File: src/hdl/lpm_defines.svh
`ifndef LPM_DEFINES_SVH
`define LPM_DEFINES_SVH
// Clock rate, wake and restore times and deep sleep limit, in their own units
`define LPM_CLK_HZ          10000000
`define LPM_DS_WAKE_US      3000
`define LPM_HIB_WAKE_MS     50
`define LPM_SHD_WAKE_MS     1100
`define LPM_RESTORE_MS      8000
`define LPM_DS_MAX_S        22
// Cycle counts derived from the rate, and a fixed idle count
`define LPM_DS_WAKE_CYC     ((`LPM_CLK_HZ / 1000000) * `LPM_DS_WAKE_US)
`define LPM_HIB_WAKE_CYC    ((`LPM_CLK_HZ / 1000) * `LPM_HIB_WAKE_MS)
`define LPM_SHD_WAKE_CYC    ((`LPM_CLK_HZ / 1000) * `LPM_SHD_WAKE_MS)
`define LPM_RESTORE_CYC     ((`LPM_CLK_HZ / 1000) * `LPM_RESTORE_MS)
`define LPM_DS_MAX_CYC      (`LPM_CLK_HZ * `LPM_DS_MAX_S)
`define LPM_IDLE_CYC        1000
// Boot option code and restore mode encodings
`define LPM_BOOT_RESTORE    3'h6
`define LPM_RST_NONE        2'h0
`define LPM_RST_PARAMS      2'h1
`define LPM_RST_IMAGE       2'h2
`endif

File: src/hdl/lpm_pkg.sv
package lpm_pkg;
  // Power sequencer states, one-hot
  typedef enum logic [7:0] {
    LPM_BOOT    = 8'h01,
    LPM_RUN     = 8'h02,
    LPM_DSLEEP  = 8'h04,
    LPM_DSWAKE  = 8'h08,
    LPM_HIB     = 8'h10,
    LPM_SHUT    = 8'h20,
    LPM_WAKE    = 8'h40,
    LPM_RESTORE = 8'h80
  } lpm_state_e;
  typedef logic [1:0] lpm_rmode_t;
endpackage

File: src/hdl/lpm_sync.sv
`timescale 1ns/10ps
// Two-flop synchroniser for pin inputs
module lpm_sync #(
  parameter int W = 1
) (
  input  wire logic         mclk,
  input  wire logic         rst,
  input  wire logic [W-1:0] din,
  output logic      [W-1:0] dout
);
  logic [W-1:0] s1_q; // First stage, read only by the second
  logic [W-1:0] s2_q; // Second stage
  // Register both stages
  always_ff @(posedge mclk) begin
    if (rst) begin
      s1_q <= '0;
      s2_q <= '0;
    end else begin
      s1_q <= din;
      s2_q <= s1_q;
    end
  end
  assign dout = s2_q;
endmodule

File: src/hdl/lpm_seq.sv
`timescale 1ns/10ps
`include "lpm_defines.svh"
// How it works
// - Deep sleep entered and left without handshake
// - Deep sleep wake within 3 ms
// - Context held through deep sleep
// - Deep sleep period up to 22 s
// - Hibernate gates logic, RTC keeps counting
// - Hibernate request wakes in about 50 ms
// - Shutdown stops RTC, wakes in 1.1 s
// - Three restore modes: none, params, image
// - Boot code 110 at reset release restores
// - Restore resumes after power loss
// - Restore takes about 8 s
// - Factory sector access always refused
module lpm_seq #(
  parameter int unsigned IDLE_CYC    = `LPM_IDLE_CYC,
  parameter int unsigned DS_WAKE_CYC = `LPM_DS_WAKE_CYC,
  parameter int unsigned DS_MAX_CYC  = `LPM_DS_MAX_CYC,
  parameter int unsigned HIB_CYC     = `LPM_HIB_WAKE_CYC,
  parameter int unsigned SHD_CYC     = `LPM_SHD_WAKE_CYC,
  parameter int unsigned RESTORE_CYC = `LPM_RESTORE_CYC
) (
  input  wire logic               mclk,
  input  wire logic               rst,
  input  wire logic               chip_reset_n,
  input  wire logic [2:0]         boot_option_pins,
  input  wire logic               hibernate_request_n,
  input  wire logic               host_cmd,
  input  wire logic               activity,
  input  wire logic               long_sleep_en,
  input  wire logic [31:0]        sleep_cycles,
  input  wire lpm_pkg::lpm_rmode_t restore_mode,
  input  wire logic               hib_enter,
  input  wire logic               shut_enter,
  input  wire logic               main_power_ok,
  input  wire logic               restore_pending_nv,
  input  wire logic               nvm_req,
  input  wire logic               nvm_factory_sel,
  output logic                    nvm_grant,
  output logic                    nvm_refused,
  output logic                    restore_pending_set,
  output logic                    restore_params,
  output logic                    restore_image,
  output logic                    logic_power_on,
  output logic                    context_retain,
  output logic                    rtc_run,
  output logic [31:0]             rtc_count,
  output logic                    ready,
  output logic [7:0]              state
);
  import lpm_pkg::*;

  // Refuse counts that the timers cannot serve
  if (IDLE_CYC < 1 || DS_WAKE_CYC < 1 || HIB_CYC < 1 ||
      SHD_CYC < 1 || RESTORE_CYC < 1) begin : g_bad_count
    $error("lpm_seq: counts must be at least one");
  end
  // Wake budget may not exceed the deep sleep wake limit
  if (DS_WAKE_CYC > `LPM_DS_WAKE_CYC) begin : g_bad_wake
    $error("lpm_seq: deep sleep wake exceeds 3 ms");
  end
  // Short sleep limit is a fraction of the long one and must not reach zero
  if (DS_MAX_CYC < `LPM_DS_MAX_S) begin : g_bad_max
    $error("lpm_seq: deep sleep limit too short");
  end

  // ==========================================================
  // Pin synchronisers
  // ==========================================================
  // The request travels inverted, so a cleared synchroniser reads as an idle line
  // and no false wake edge follows reset
  logic [4:0] pin_s; // Synchronised reset, boot pins, inverted hibernate request
  lpm_sync #(.W(5)) u_sync (
    .mclk (mclk),
    .rst  (rst),
    .din  ({chip_reset_n, boot_option_pins, ~hibernate_request_n}),
    .dout (pin_s)
  );
  logic       crst_n_s; // Chip reset, synchronised
  logic [2:0] bopt_s;   // Boot option pins, synchronised
  logic       hreq_n_s; // Hibernate request, synchronised
  assign crst_n_s = pin_s[4];
  assign bopt_s   = pin_s[3:1];
  assign hreq_n_s = ~pin_s[0];

  // ==========================================================
  // Sequencer state
  // ==========================================================
  lpm_state_e  st_q, st_d;   // Current state
  logic [31:0] cnt_q, cnt_d; // Shared timer
  logic        crst_q, crst_d; // Last chip reset level
  logic        hreq_q, hreq_d; // Last hibernate request level
  logic [1:0]  rmode_q, rmode_d; // Restore mode latched at boot
  logic        pend_q, pend_d; // Restore in progress
  logic        ctx_q, ctx_d;   // Context retained flag
  logic [31:0] rtc_q, rtc_d;   // RTC counter, held at zero in shutdown
  logic [31:0] slp;            // Deep sleep length, clipped

  // Clip a requested sleep length to the allowed maximum
  function automatic logic [31:0] clip_sleep(input logic [31:0] req, input logic lng);
    logic [31:0] lim;
    lim = lng ? 32'(DS_MAX_CYC) : 32'(DS_MAX_CYC / `LPM_DS_MAX_S);
    clip_sleep = (req == 32'h0) ? 32'h1 : ((req > lim) ? lim : req);
  endfunction

  // Next state and timers
  always_comb begin
    st_d    = st_q;
    cnt_d   = cnt_q;
    crst_d  = crst_n_s;
    hreq_d  = hreq_n_s;
    rmode_d = rmode_q;
    pend_d  = pend_q;
    ctx_d   = ctx_q;
    rtc_d   = rtc_q;
    slp     = clip_sleep(sleep_cycles, long_sleep_en);
    // RTC counts in every state but shutdown
    if (st_q != LPM_SHUT)
      rtc_d = rtc_q + 32'h1;
    else
      rtc_d = 32'h0;
    if (!crst_n_s) begin
      // Chip held in reset
      st_d  = LPM_BOOT;
      cnt_d = 32'h0;
      ctx_d = 1'b0;
    end else if (!crst_q && main_power_ok) begin
      // Rising edge of chip reset samples the boot pins
      if (bopt_s == `LPM_BOOT_RESTORE || restore_pending_nv) begin
        st_d    = LPM_RESTORE;
        rmode_d = restore_mode;
        pend_d  = 1'b1;
      end else begin
        st_d    = LPM_RUN;
        rmode_d = `LPM_RST_NONE;
        pend_d  = 1'b0; // Drop a flag left by a cut restore
      end
      cnt_d = 32'h0;
    end else begin
      case (st_q)
        LPM_BOOT: begin
          cnt_d = 32'h0;
        end
        LPM_RUN: begin
          if (shut_enter) begin
            st_d  = LPM_SHUT;
            ctx_d = 1'b0;
            cnt_d = 32'h0;
          end else if (hib_enter) begin
            st_d  = LPM_HIB;
            ctx_d = 1'b0;
            cnt_d = 32'h0;
          end else if (activity || host_cmd) begin
            cnt_d = 32'h0;
          end else if (cnt_q >= 32'(IDLE_CYC - 1)) begin
            st_d  = LPM_DSLEEP;
            ctx_d = 1'b1;
            cnt_d = 32'h0;
          end else begin
            cnt_d = cnt_q + 32'h1;
          end
        end
        LPM_DSLEEP: begin
          if (host_cmd || cnt_q >= slp - 32'h1) begin
            st_d  = LPM_DSWAKE;
            cnt_d = 32'h0;
          end else begin
            cnt_d = cnt_q + 32'h1;
          end
        end
        LPM_DSWAKE, LPM_WAKE: begin
          if (cnt_q == 32'h0) begin
            st_d = LPM_RUN;
          end else begin
            cnt_d = cnt_q - 32'h1;
          end
        end
        LPM_HIB: begin
          // Falling edge of the active-low request wakes the chip
          if (hreq_q && !hreq_n_s) begin
            st_d  = LPM_WAKE;
            cnt_d = 32'(HIB_CYC - 1);
          end
        end
        LPM_SHUT: begin
          if (hreq_q && !hreq_n_s) begin
            st_d  = LPM_WAKE;
            cnt_d = 32'(SHD_CYC - 1);
          end
        end
        LPM_RESTORE: begin
          if (cnt_q >= 32'(RESTORE_CYC - 1)) begin
            st_d   = LPM_RUN;
            pend_d = 1'b0;
            cnt_d  = 32'h0;
          end else begin
            cnt_d = cnt_q + 32'h1;
          end
        end
        default: begin
          st_d  = LPM_BOOT;
          cnt_d = 32'h0;
        end
      endcase
    end
    // Deep sleep wake counts down from the wake budget
    if (st_q == LPM_DSLEEP && st_d == LPM_DSWAKE)
      cnt_d = 32'(DS_WAKE_CYC - 1);
  end

  // Register the sequencer state
  always_ff @(posedge mclk) begin
    if (rst) begin
      st_q    <= LPM_BOOT;
      cnt_q   <= 32'h0;
      crst_q  <= 1'b0;
      hreq_q  <= 1'b1;
      rmode_q <= 2'h0;
      pend_q  <= 1'b0;
      ctx_q   <= 1'b0;
      rtc_q   <= 32'h0;
    end else begin
      st_q    <= st_d;
      cnt_q   <= cnt_d;
      crst_q  <= crst_d;
      hreq_q  <= hreq_d;
      rmode_q <= rmode_d;
      pend_q  <= pend_d;
      ctx_q   <= ctx_d;
      rtc_q   <= rtc_d;
    end
  end

  // ==========================================================
  // Outputs
  // ==========================================================
  logic rsting; // Restore underway
  assign rsting              = (st_q == LPM_RESTORE);
  assign restore_pending_set = pend_q;
  assign restore_params      = rsting && (rmode_q != `LPM_RST_NONE);
  assign restore_image       = rsting && (rmode_q == `LPM_RST_IMAGE);
  assign logic_power_on      = !(st_q == LPM_HIB || st_q == LPM_SHUT);
  assign context_retain      = ctx_q;
  assign rtc_run             = (st_q != LPM_SHUT);
  assign rtc_count           = rtc_q;
  assign ready               = (st_q == LPM_RUN);
  assign state               = st_q;
  assign nvm_refused         = nvm_req && nvm_factory_sel;
  assign nvm_grant           = nvm_req && !nvm_factory_sel && (st_q == LPM_RUN);
endmodule

File: config.mk
export PLATFORM = sky130hd
export DESIGN_NAME = lpm_seq
export DESIGN_NICKNAME = d
export VERILOG_FILES = /design/src/hdl/lpm_pkg.sv /design/src/hdl/lpm_sync.sv /design/src/hdl/lpm_seq.sv
export VERILOG_INCLUDE_DIRS = /design/src /design/src/hdl
export SDC_FILE = /design/constraint.sdc
export NUM_CORES = 1
export LEC_CHECK = 0
export ABC_AREA = 1
export BUFFER_PORTS_ARGS = -buffer_cell sky130_fd_sc_hd__clkbuf_2
export CAP_MARGIN = 25
export CORE_MARGIN = 4
export CORE_UTILIZATION = 49
export DETAILED_ROUTE_END_ITERATION = 8
export PLACE_DENSITY = 0.77
export SLEW_MARGIN = 10
export SYNTH_ARGS = -nofsm -noshare
export SYNTH_HDL_FRONTEND = slang
export SYNTH_SLANG_ARGS = --single-unit
export TNS_END_PERCENT = 1
File: constraint.sdc
create_clock -name mclk -period 4.16 [get_ports mclk]
set_input_delay 0 -clock mclk [delete_from_list [all_inputs] [get_ports mclk]]
set_output_delay 0 -clock mclk [all_outputs]
set_load 0.01 [all_outputs]
# Word-level counts from Yosys, hierarchy flattened
# Index checks and enable logic that the tools add are counted.
[word_totals]
register_bits = 88
input_bits = 50
output_inout_bits = 49
[classes]
addsub = 4
magnitude_cmp = 4
eq_ne = 19
n_mux = 37
n_bitwise = 5
n_reduce_logical = 31
[ops]
columns = ["op", "n"]
rows = [
  ["2-to-1 mux 32 bit", 11],
  ["case mux 32 bit (6 select lines)", 1],
  ["2-to-1 mux 8 bit", 11],
  ["adder 32 x 1 -> 32 bit (second input constant)", 2],
  ["zero test 32 bit", 2],
  ["subtractor 32 x 1 -> 32 bit (second input constant)", 2],
  ["case mux 8 bit (6 select lines)", 1],
  ["2-to-1 mux 15 bit", 3],
  ["greater-or-equal comparator 32 x 10 -> 1 bit (second input constant)", 1],
  ["greater-or-equal comparator 32 x 27 -> 1 bit (second input constant)", 1],
  ["greater-or-equal comparator 32 bit", 1],
  ["greater-than comparator 32 x 28 -> 1 bit", 1],
  ["2-to-1 mux 28 bit", 1],
  ["== test 8 x 4 -> 1 bit (second input constant)", 2],
  ["!= test 5 bit (second input constant)", 3],
  ["AND reduction 3 bit", 3],
  ["== test 8 x 1 -> 1 bit (second input constant)", 1],
  ["== test 8 x 2 -> 1 bit (second input constant)", 1],
  ["== test 8 x 3 -> 1 bit (second input constant)", 1],
  ["== test 8 x 5 -> 1 bit (second input constant)", 1],
  ["== test 8 x 6 -> 1 bit (second input constant)", 1],
  ["== test 8 x 7 -> 1 bit (second input constant)", 1],
  ["== test 8 bit (second input constant)", 1],
  ["logical AND 1 bit", 8],
  ["16 further kinds", 39],
]

# Logic depth before layout (Yosys ltp)
[logic_depth]
depth_word = 15
mapped_depth = 38
ltp_nobuf = 36

# Modules after synthesis
# Synthesis repeated with hierarchy kept, for this count alone.
[unflattened]
hier_cells = 1416
hier_area_um2 = 8465.6
[by_module_without_submodules]
columns = ["mod", "n_inst", "cells_each", "area_each_um2", "seq_area_each_um2"]
rows = [
  ["lpm_seq", 1, 1385, 8179.1, 1561.5],
  ["lpm_sync", 1, 31, 286.5, 200.2],
]

# Worst setup path before layout
# No wires, ideal clock.
[synth_timing]
path_type = "input to register"
from = "input long_sleep_en"
to = "register cnt_q[6]"
arrival_time_ns = 4.083
required_ns = 4.046
slack_ns = -0.038
stages = 34
cell_sequence = "inv_1 ha_1 nand2_1 inv_1 nand3_1 nor2_1 inv_1 nor2_2 nand2_1 nand2_2 nand2_2 inv_1 o21ai_1 inv_1 ha_1 nand2_2 nor2_1 nand2_1 nor2_2 nand3_1 inv_1 nand3_1 ha_1 nand2_1 nor4_1 and3_1 nand2_1 nand2_2 inv_1 o21ai_0 nand4_2 nand2_2 buf_6 nor2_2"
[synth_between]
elab_chain_len = 14
elab_cells_between_ends = 16
[synth_rtl]
columns = ["element", "line", "rtl"]
rows = [
  ["start, declared", "lpm_seq.sv:31", "input wire logic long_sleep_en,"],
  ["2-to-1 mux 28 bit (*)", "lpm_seq.sv:103", "lim = lng ? 32'(DS_MAX_CYC) : 32'(DS_MAX_CYC / `LPM_DS_MAX_S);"],
  ["greater-than comparator 32 x 28 -> 1 bit", "lpm_seq.sv:104", "clip_sleep = (req == 32'h0) ? 32'h1 : ((req > lim) ? lim : req);"],
  ["2-to-1 mux 32 bit (*) (2 in a row)", "lpm_seq.sv:104", ""],
  ["subtractor 32 x 1 -> 32 bit (*)", "lpm_seq.sv:165", "if (host_cmd || cnt_q >= slp - 32'h1) begin"],
  ["greater-or-equal comparator 32 bit (*)", "lpm_seq.sv:165", ""],
  ["logical OR 1 bit (*)", "lpm_seq.sv:165", ""],
  ["2-to-1 mux 8 bit", "lpm_seq.sv:165", ""],
  ["case mux 8 bit (6 select lines)", "lpm_seq.sv:141", "case (st_q)"],
  ["2-to-1 mux 8 bit", "lpm_seq.sv:128", "end else if (!crst_q && main_power_ok) begin"],
  ["2-to-1 mux 8 bit", "lpm_seq.sv:123", "if (!crst_n_s) begin"],
  ["== test 8 x 4 -> 1 bit", "lpm_seq.sv:208", "if (st_q == LPM_DSLEEP && st_d == LPM_DSWAKE)"],
  ["logical AND 1 bit", "lpm_seq.sv:208", ""],
  ["OR reduction 4 bit (no source line)", "--", ""],
  ["end signal, assigned", "lpm_seq.sv:225", "cnt_q <= cnt_d;"],
  ["end, declared", "lpm_seq.sv:91", "logic [31:0] cnt_q, cnt_d;"],
]
# Every way passes the cells marked *; elsewhere a longest branch is shown, timed or not.
# A chain may end at the register's enable or synchronous reset.

# Final worst setup path
[layout_timing]
from = "input long_sleep_en"
to = "register cnt_q[17]"
# The elaborated chain is that of the path after synthesis.

==> results list <==
- The flow ran to the end, but the final reports show violations.
* Failing checks: negative setup slack
- Internal power summed over all cells: between 0.001 and 0.0015 W
- Final hold violations: 0
- Setup Viol. Count Final: 7
- The most critical setup path has its startpoint at long_sleep_en.
* Number of global-route vias before repair: 9506
- Count of unresolved DRC violations after routing: 0
* HPWL reported at the end of detailed placement: between 20000 and 25000 um
- Proportion of power drawn by combinational gates: 0.137
* Data arrival, critical path: between 4 and 5 ns
- Summing all non-filler instances in the final layout gives an area of between 10000 and 15000 um2.
- Inserted Diodes: 0
- Count of cell instances traversed by the critical path: 31
* Worst setup slack after placement: -0.324 ns
- Using the TritonRoute via totals, the vias-per-cell ratio works out to between 5 and 6.
* First-pass GRT wire length: ~47000 um
* Post-route clock period utilization: 1.00
- The clock arrives with roughly 0.0094 ns of skew.
- In this run the core area contains between 40 and 50 standard-cell rows.
- Top area cells in the synthesized netlist: sky130_fd_sc_hd__dfxtp_1 (20%), sky130_fd_sc_hd__nand2_1 (17%), sky130_fd_sc_hd__inv_1 (9.1%), sky130_fd_sc_hd__nor2_1 (9.1%), sky130_fd_sc_hd__ha_1 (6.8%)
* Most numerous cell on the critical path: sky130_fd_sc_hd__nand2_1
* I/O pin total: 99
- The share of total power dissipated in the clock network is 0.434.
* Sequential cell area: 1760 um2
- After synthesis, the netlist uses 52 different library cells.
- In this run, synthesis produced a sequential element count of 88.
- Top library cells by usage in the layout, fill and taps aside: sky130_fd_sc_hd__nand2_1 (370), sky130_fd_sc_hd__inv_1 (204), sky130_fd_sc_hd__nor2_1 (183)
- Area of the multi-input gates: between 6000 and 7000 um2
- Yosys warnings: 0
- Transition time at the pin with the least slew margin: a little under 0.8 ns
- Setup repair after global routing missed its margin: true
- Detailed router's first-iteration violation count: a little under 1000
* Die Ht: ~140 um
* Wire length per cell: 16.4 um
- The share of total power dissipated in sequential elements is 0.429.
* Instance area at placement: ~9800 um2
* Worst Setup Start Kind: input port
- Library cell contributing the largest single delay on the critical path: sky130_fd_sc_hd__o21ai_0
* Bufs on Longest Clock Path: 2
* Worst reg2reg setup slack: roughly 0.88 ns
- Net count of the finished layout: 1740
- Maximum achievable frequency: roughly 240 MHz
* Share of the yosys chip area belonging to registers: 0.204
- Minimum clock period after layout: between 4 and 5 ns
* Hold Crit Class: in -> reg
- The critical path in this run is classified as in -> reg.
- Dividing the synthesized area by the synthesized cell count gives between 5 and 6 um2.
* GRT Overall Usage: 0.289
* Number of antenna violations at the first check in global routing: 0
- The analysis attributes to net switching a power of 0.000547 W.
* Reg2reg start: cnt_q[0]$_SDFFE_PP0P_
- Of the total power, the share spent switching nets is 0.275.
- Power density normalized to cell area: about 180 nW/um2
- Cell count after synthesis: between 1000 and 1500
* Clk Latency, worst-skew pair: about 0.35 ns
* Number of clock sinks seen by CTS: around 90
- Counting cells, the worst reg-to-reg path comes to 11.
* Synth async-reset ratio: 0
- The analysis attributes to cell leakage a power of around 5.3 nW.
* Buffer type at the clock tree root: sky130_fd_sc_hd__clkbuf_16
- Peak supply drop: about 0.19 mV
- The area growth from synthesis to layout is 25.7%.
- GP Congestion: approximately 1.0
- Die area: just under 20000 um2
* Total length of routed wires: 30700 um
- Fraction of layout instances using a drive strength above 1: 0.221
* Terminus of the critical flop-to-flop path: cnt_q[16]$_SDFFE_PP0P_
- Filler Cells Inserted: ~1600
- CP required: between 4 and 5 ns
- Total CTS buffers: 9
- Htree depth: 3
- TritonCTS clock tree: built
* Most common cell after layout, fill and taps aside: sky130_fd_sc_hd__nand2_1
- Buf/Inv on CP: 7
- Among cell families on the critical path, the largest total delay comes from simple AND/OR/NAND/NOR gates.
- The floorplan step set the die width to around 140 um.
- Worst slew margin: 0.476
- In this design, the stage delay of the slowest critical-path cell is 0.31 ns.
- Once routing completed, OpenROAD measured the worst setup slack at -0.0156 ns.
- Final number of max-transition violations: 0
* Type of element capturing the critical path: register
- Number of detailed-routing iterations run before antenna repair: 7
- Maximum number of pins on one net before global-route repair: 29
- Top-area cell type share of the netlist area: 0.204
* Initial Utilization: 0.499
- Endpoint of the worst setup timing path: cnt_q[17]$_SDFFE_PP0P_
* Number of synthesized flops with an enable pin: 0
* Final-layout setup total negative slack: -0.0354 ns
- Count of nets left with antenna violations after detail routing: 0
- Summing every instance area after synthesis gives 8640 um2.
- WHS: 0.0635 ns
- The biggest area contributor in the post-synthesis netlist is sky130_fd_sc_hd__dfxtp_1.
* Maximum fanout along the worst path: 10
- Via count: 10386
* Clock slew at the register clock pins of the worst setup and hold paths: about 0.07 ns
* Number of buffers inserted by port buffering: 98
- In the synthesized netlist the dominant register cell turns out to be sky130_fd_sc_hd__dfxtp_1.
- Global routing finished with a remaining overflow of 0.
- The region available for standard cell placement spans roughly 17000 um2.
- The tool flagged a number of max-cap violations equal to 0.
[per-stage QoR]
stage	total power (W)	instances	utilization
floorplan	0.000991	1473	-
global placement	0.00109	1833	0.564
detailed placement	0.00109	1833	0.564
CTS	0.00195	1858	0.587
global route	0.00206	1873	0.628
finish	0.00199	1873	0.628
[cell type report]
cell class | instances | area share
multi-input cells | 1130 | 0.583
flip-flops and latches | 88 | 0.162
repair buffers | 189 | 0.122
inverters | 225 | 0.0786
well taps | 225 | 0.0259
clock buffers | 10 | 0.0211
clock inverters | 6 | 0.00691
[synthesized netlist by cell type, types with 2 or more instances]
master and number:
sky130_fd_sc_hd__nor4_2 2, sky130_fd_sc_hd__nand2_1 391, sky130_fd_sc_hd__a211oi_1 5, sky130_fd_sc_hd__and3_1 2
sky130_fd_sc_hd__nor4_1 16, sky130_fd_sc_hd__nor2_1 209, sky130_fd_sc_hd__buf_2 10, sky130_fd_sc_hd__inv_2 13
sky130_fd_sc_hd__nand3_2 5, sky130_fd_sc_hd__nand3b_1 2, sky130_fd_sc_hd__o31ai_1 4, sky130_fd_sc_hd__nand2_4 2
sky130_fd_sc_hd__nand3_1 112, sky130_fd_sc_hd__xnor2_1 5, sky130_fd_sc_hd__o211ai_1 5, sky130_fd_sc_hd__nand4_2 3
sky130_fd_sc_hd__inv_1 210, sky130_fd_sc_hd__clkbuf_1 8, sky130_fd_sc_hd__buf_6 7, sky130_fd_sc_hd__nor3b_1 5
sky130_fd_sc_hd__nand4_1 38, sky130_fd_sc_hd__nand2_2 12, sky130_fd_sc_hd__buf_4 3, sky130_fd_sc_hd__a31oi_1 6
sky130_fd_sc_hd__clkinv_1 2, sky130_fd_sc_hd__buf_1 2, sky130_fd_sc_hd__nor3_1 49, sky130_fd_sc_hd__nor2_2 15
sky130_fd_sc_hd__o21ai_0 37, sky130_fd_sc_hd__nor3_2 2, sky130_fd_sc_hd__xor2_1 41, sky130_fd_sc_hd__nor2_4 4
sky130_fd_sc_hd__dfxtp_1 88, sky130_fd_sc_hd__a21oi_1 75, sky130_fd_sc_hd__o21ai_1 3, sky130_fd_sc_hd__ha_1 47
sky130_fd_sc_hd__a21oi_2 9, sky130_fd_sc_hd__or2_2 9
[power groups by stage]
stage	Combinational, W	Clock, W	Sequential, W
6_report	0.000273	0.000863	0.000854
5_1_grt	0.000299	0.000902	0.000855
4_1_cts	0.000226	0.000868	0.000854
3_5_place_dp	0.000218	0	0.000874
3_3_place_gp	0.000215	0	0.000874
2_1_floorplan	0.000117	0	0.000874
[state kept, by name, indices dropped and copies added (netlist names)]
signal               flops
cnt_q                   32
context_retain           1
crst_q                   1
hreq_q                   1
restore_pending_set      1
rmode_q                  2
rtc_count               32
state                    8
u_sync.dout              5
u_sync.s1_q              5
[worst min-delay path by stage]
stage                   startpoint                         to  slack (ns)  depth (start not counted)
4_1_cts              main_power_ok        state[0]$_SDFF_PP1_        0.05                          4
6_report                 hib_enter        state[4]$_SDFF_PP0_        0.06                          5
3_5_place_dp   hibernate_request_n  u_sync.s1_q[0]$_SDFF_PP0_        0.16                          2
5_1_grt              main_power_ok        state[0]$_SDFF_PP1_        0.07                          4
3_3_place_gp   hibernate_request_n  u_sync.s1_q[0]$_SDFF_PP0_        0.16                          2
2_1_floorplan      nvm_factory_sel                  nvm_grant        0.05                          1
[layer usage]
metal | part of all wire | vias to the layer above | GRT usage
met1 | 0.42 | 4715 | 0.386
met5 | 0 | - | 0
met2 | 0.46 | 484 | 0.468
li1 | - | 5105 | -
met4 | 0.033 | 0 | 0.102
met3 | 0.084 | 82 | 0.0529
[worst register-to-register path, cell delays in order, from the launching register on]
cell,delay [ns]
sky130_fd_sc_hd__dfxtp_1,0.49
sky130_fd_sc_hd__inv_1,0.31
sky130_fd_sc_hd__ha_1,0.30
sky130_fd_sc_hd__nand2_1,0.19
sky130_fd_sc_hd__nor2_2,0.33
sky130_fd_sc_hd__nand4_2,0.21
sky130_fd_sc_hd__nand2_2,0.41
sky130_fd_sc_hd__inv_2,0.24
sky130_fd_sc_hd__nand2_4,0.25
sky130_fd_sc_hd__inv_2,0.18
sky130_fd_sc_hd__a22oi_1,0.20
sky130_fd_sc_hd__nor2_1,0.06
[what timing repair did]
action	4_1_cts	5_1_grt
setup endpoints to repair	1	35
gates cloned	0	4
gates resized for setup	1	126
hold buffers	9	0
hold endpoints to repair	8	0
buffers inserted	0	11
pin swaps	0	49
[cell families (layout without fill, tap and decap cells)]
group / after synthesis / after routing / synth area share
XOR/XNOR: 46 / 46 / 0.0466
AO/OA/AOI/OAI: 151 / 151 / 0.0992
buffers and inverters: 255 / 430 / 0.120
flip-flops: 88 / 88 / 0.204
other: 1 / 2 / 0.000434
adder cells (fa/ha/maj): 47 / 47 / 0.0681
AND/OR/NAND/NOR: 884 / 884 / 0.462
Power figures use the tool's default switching activity.
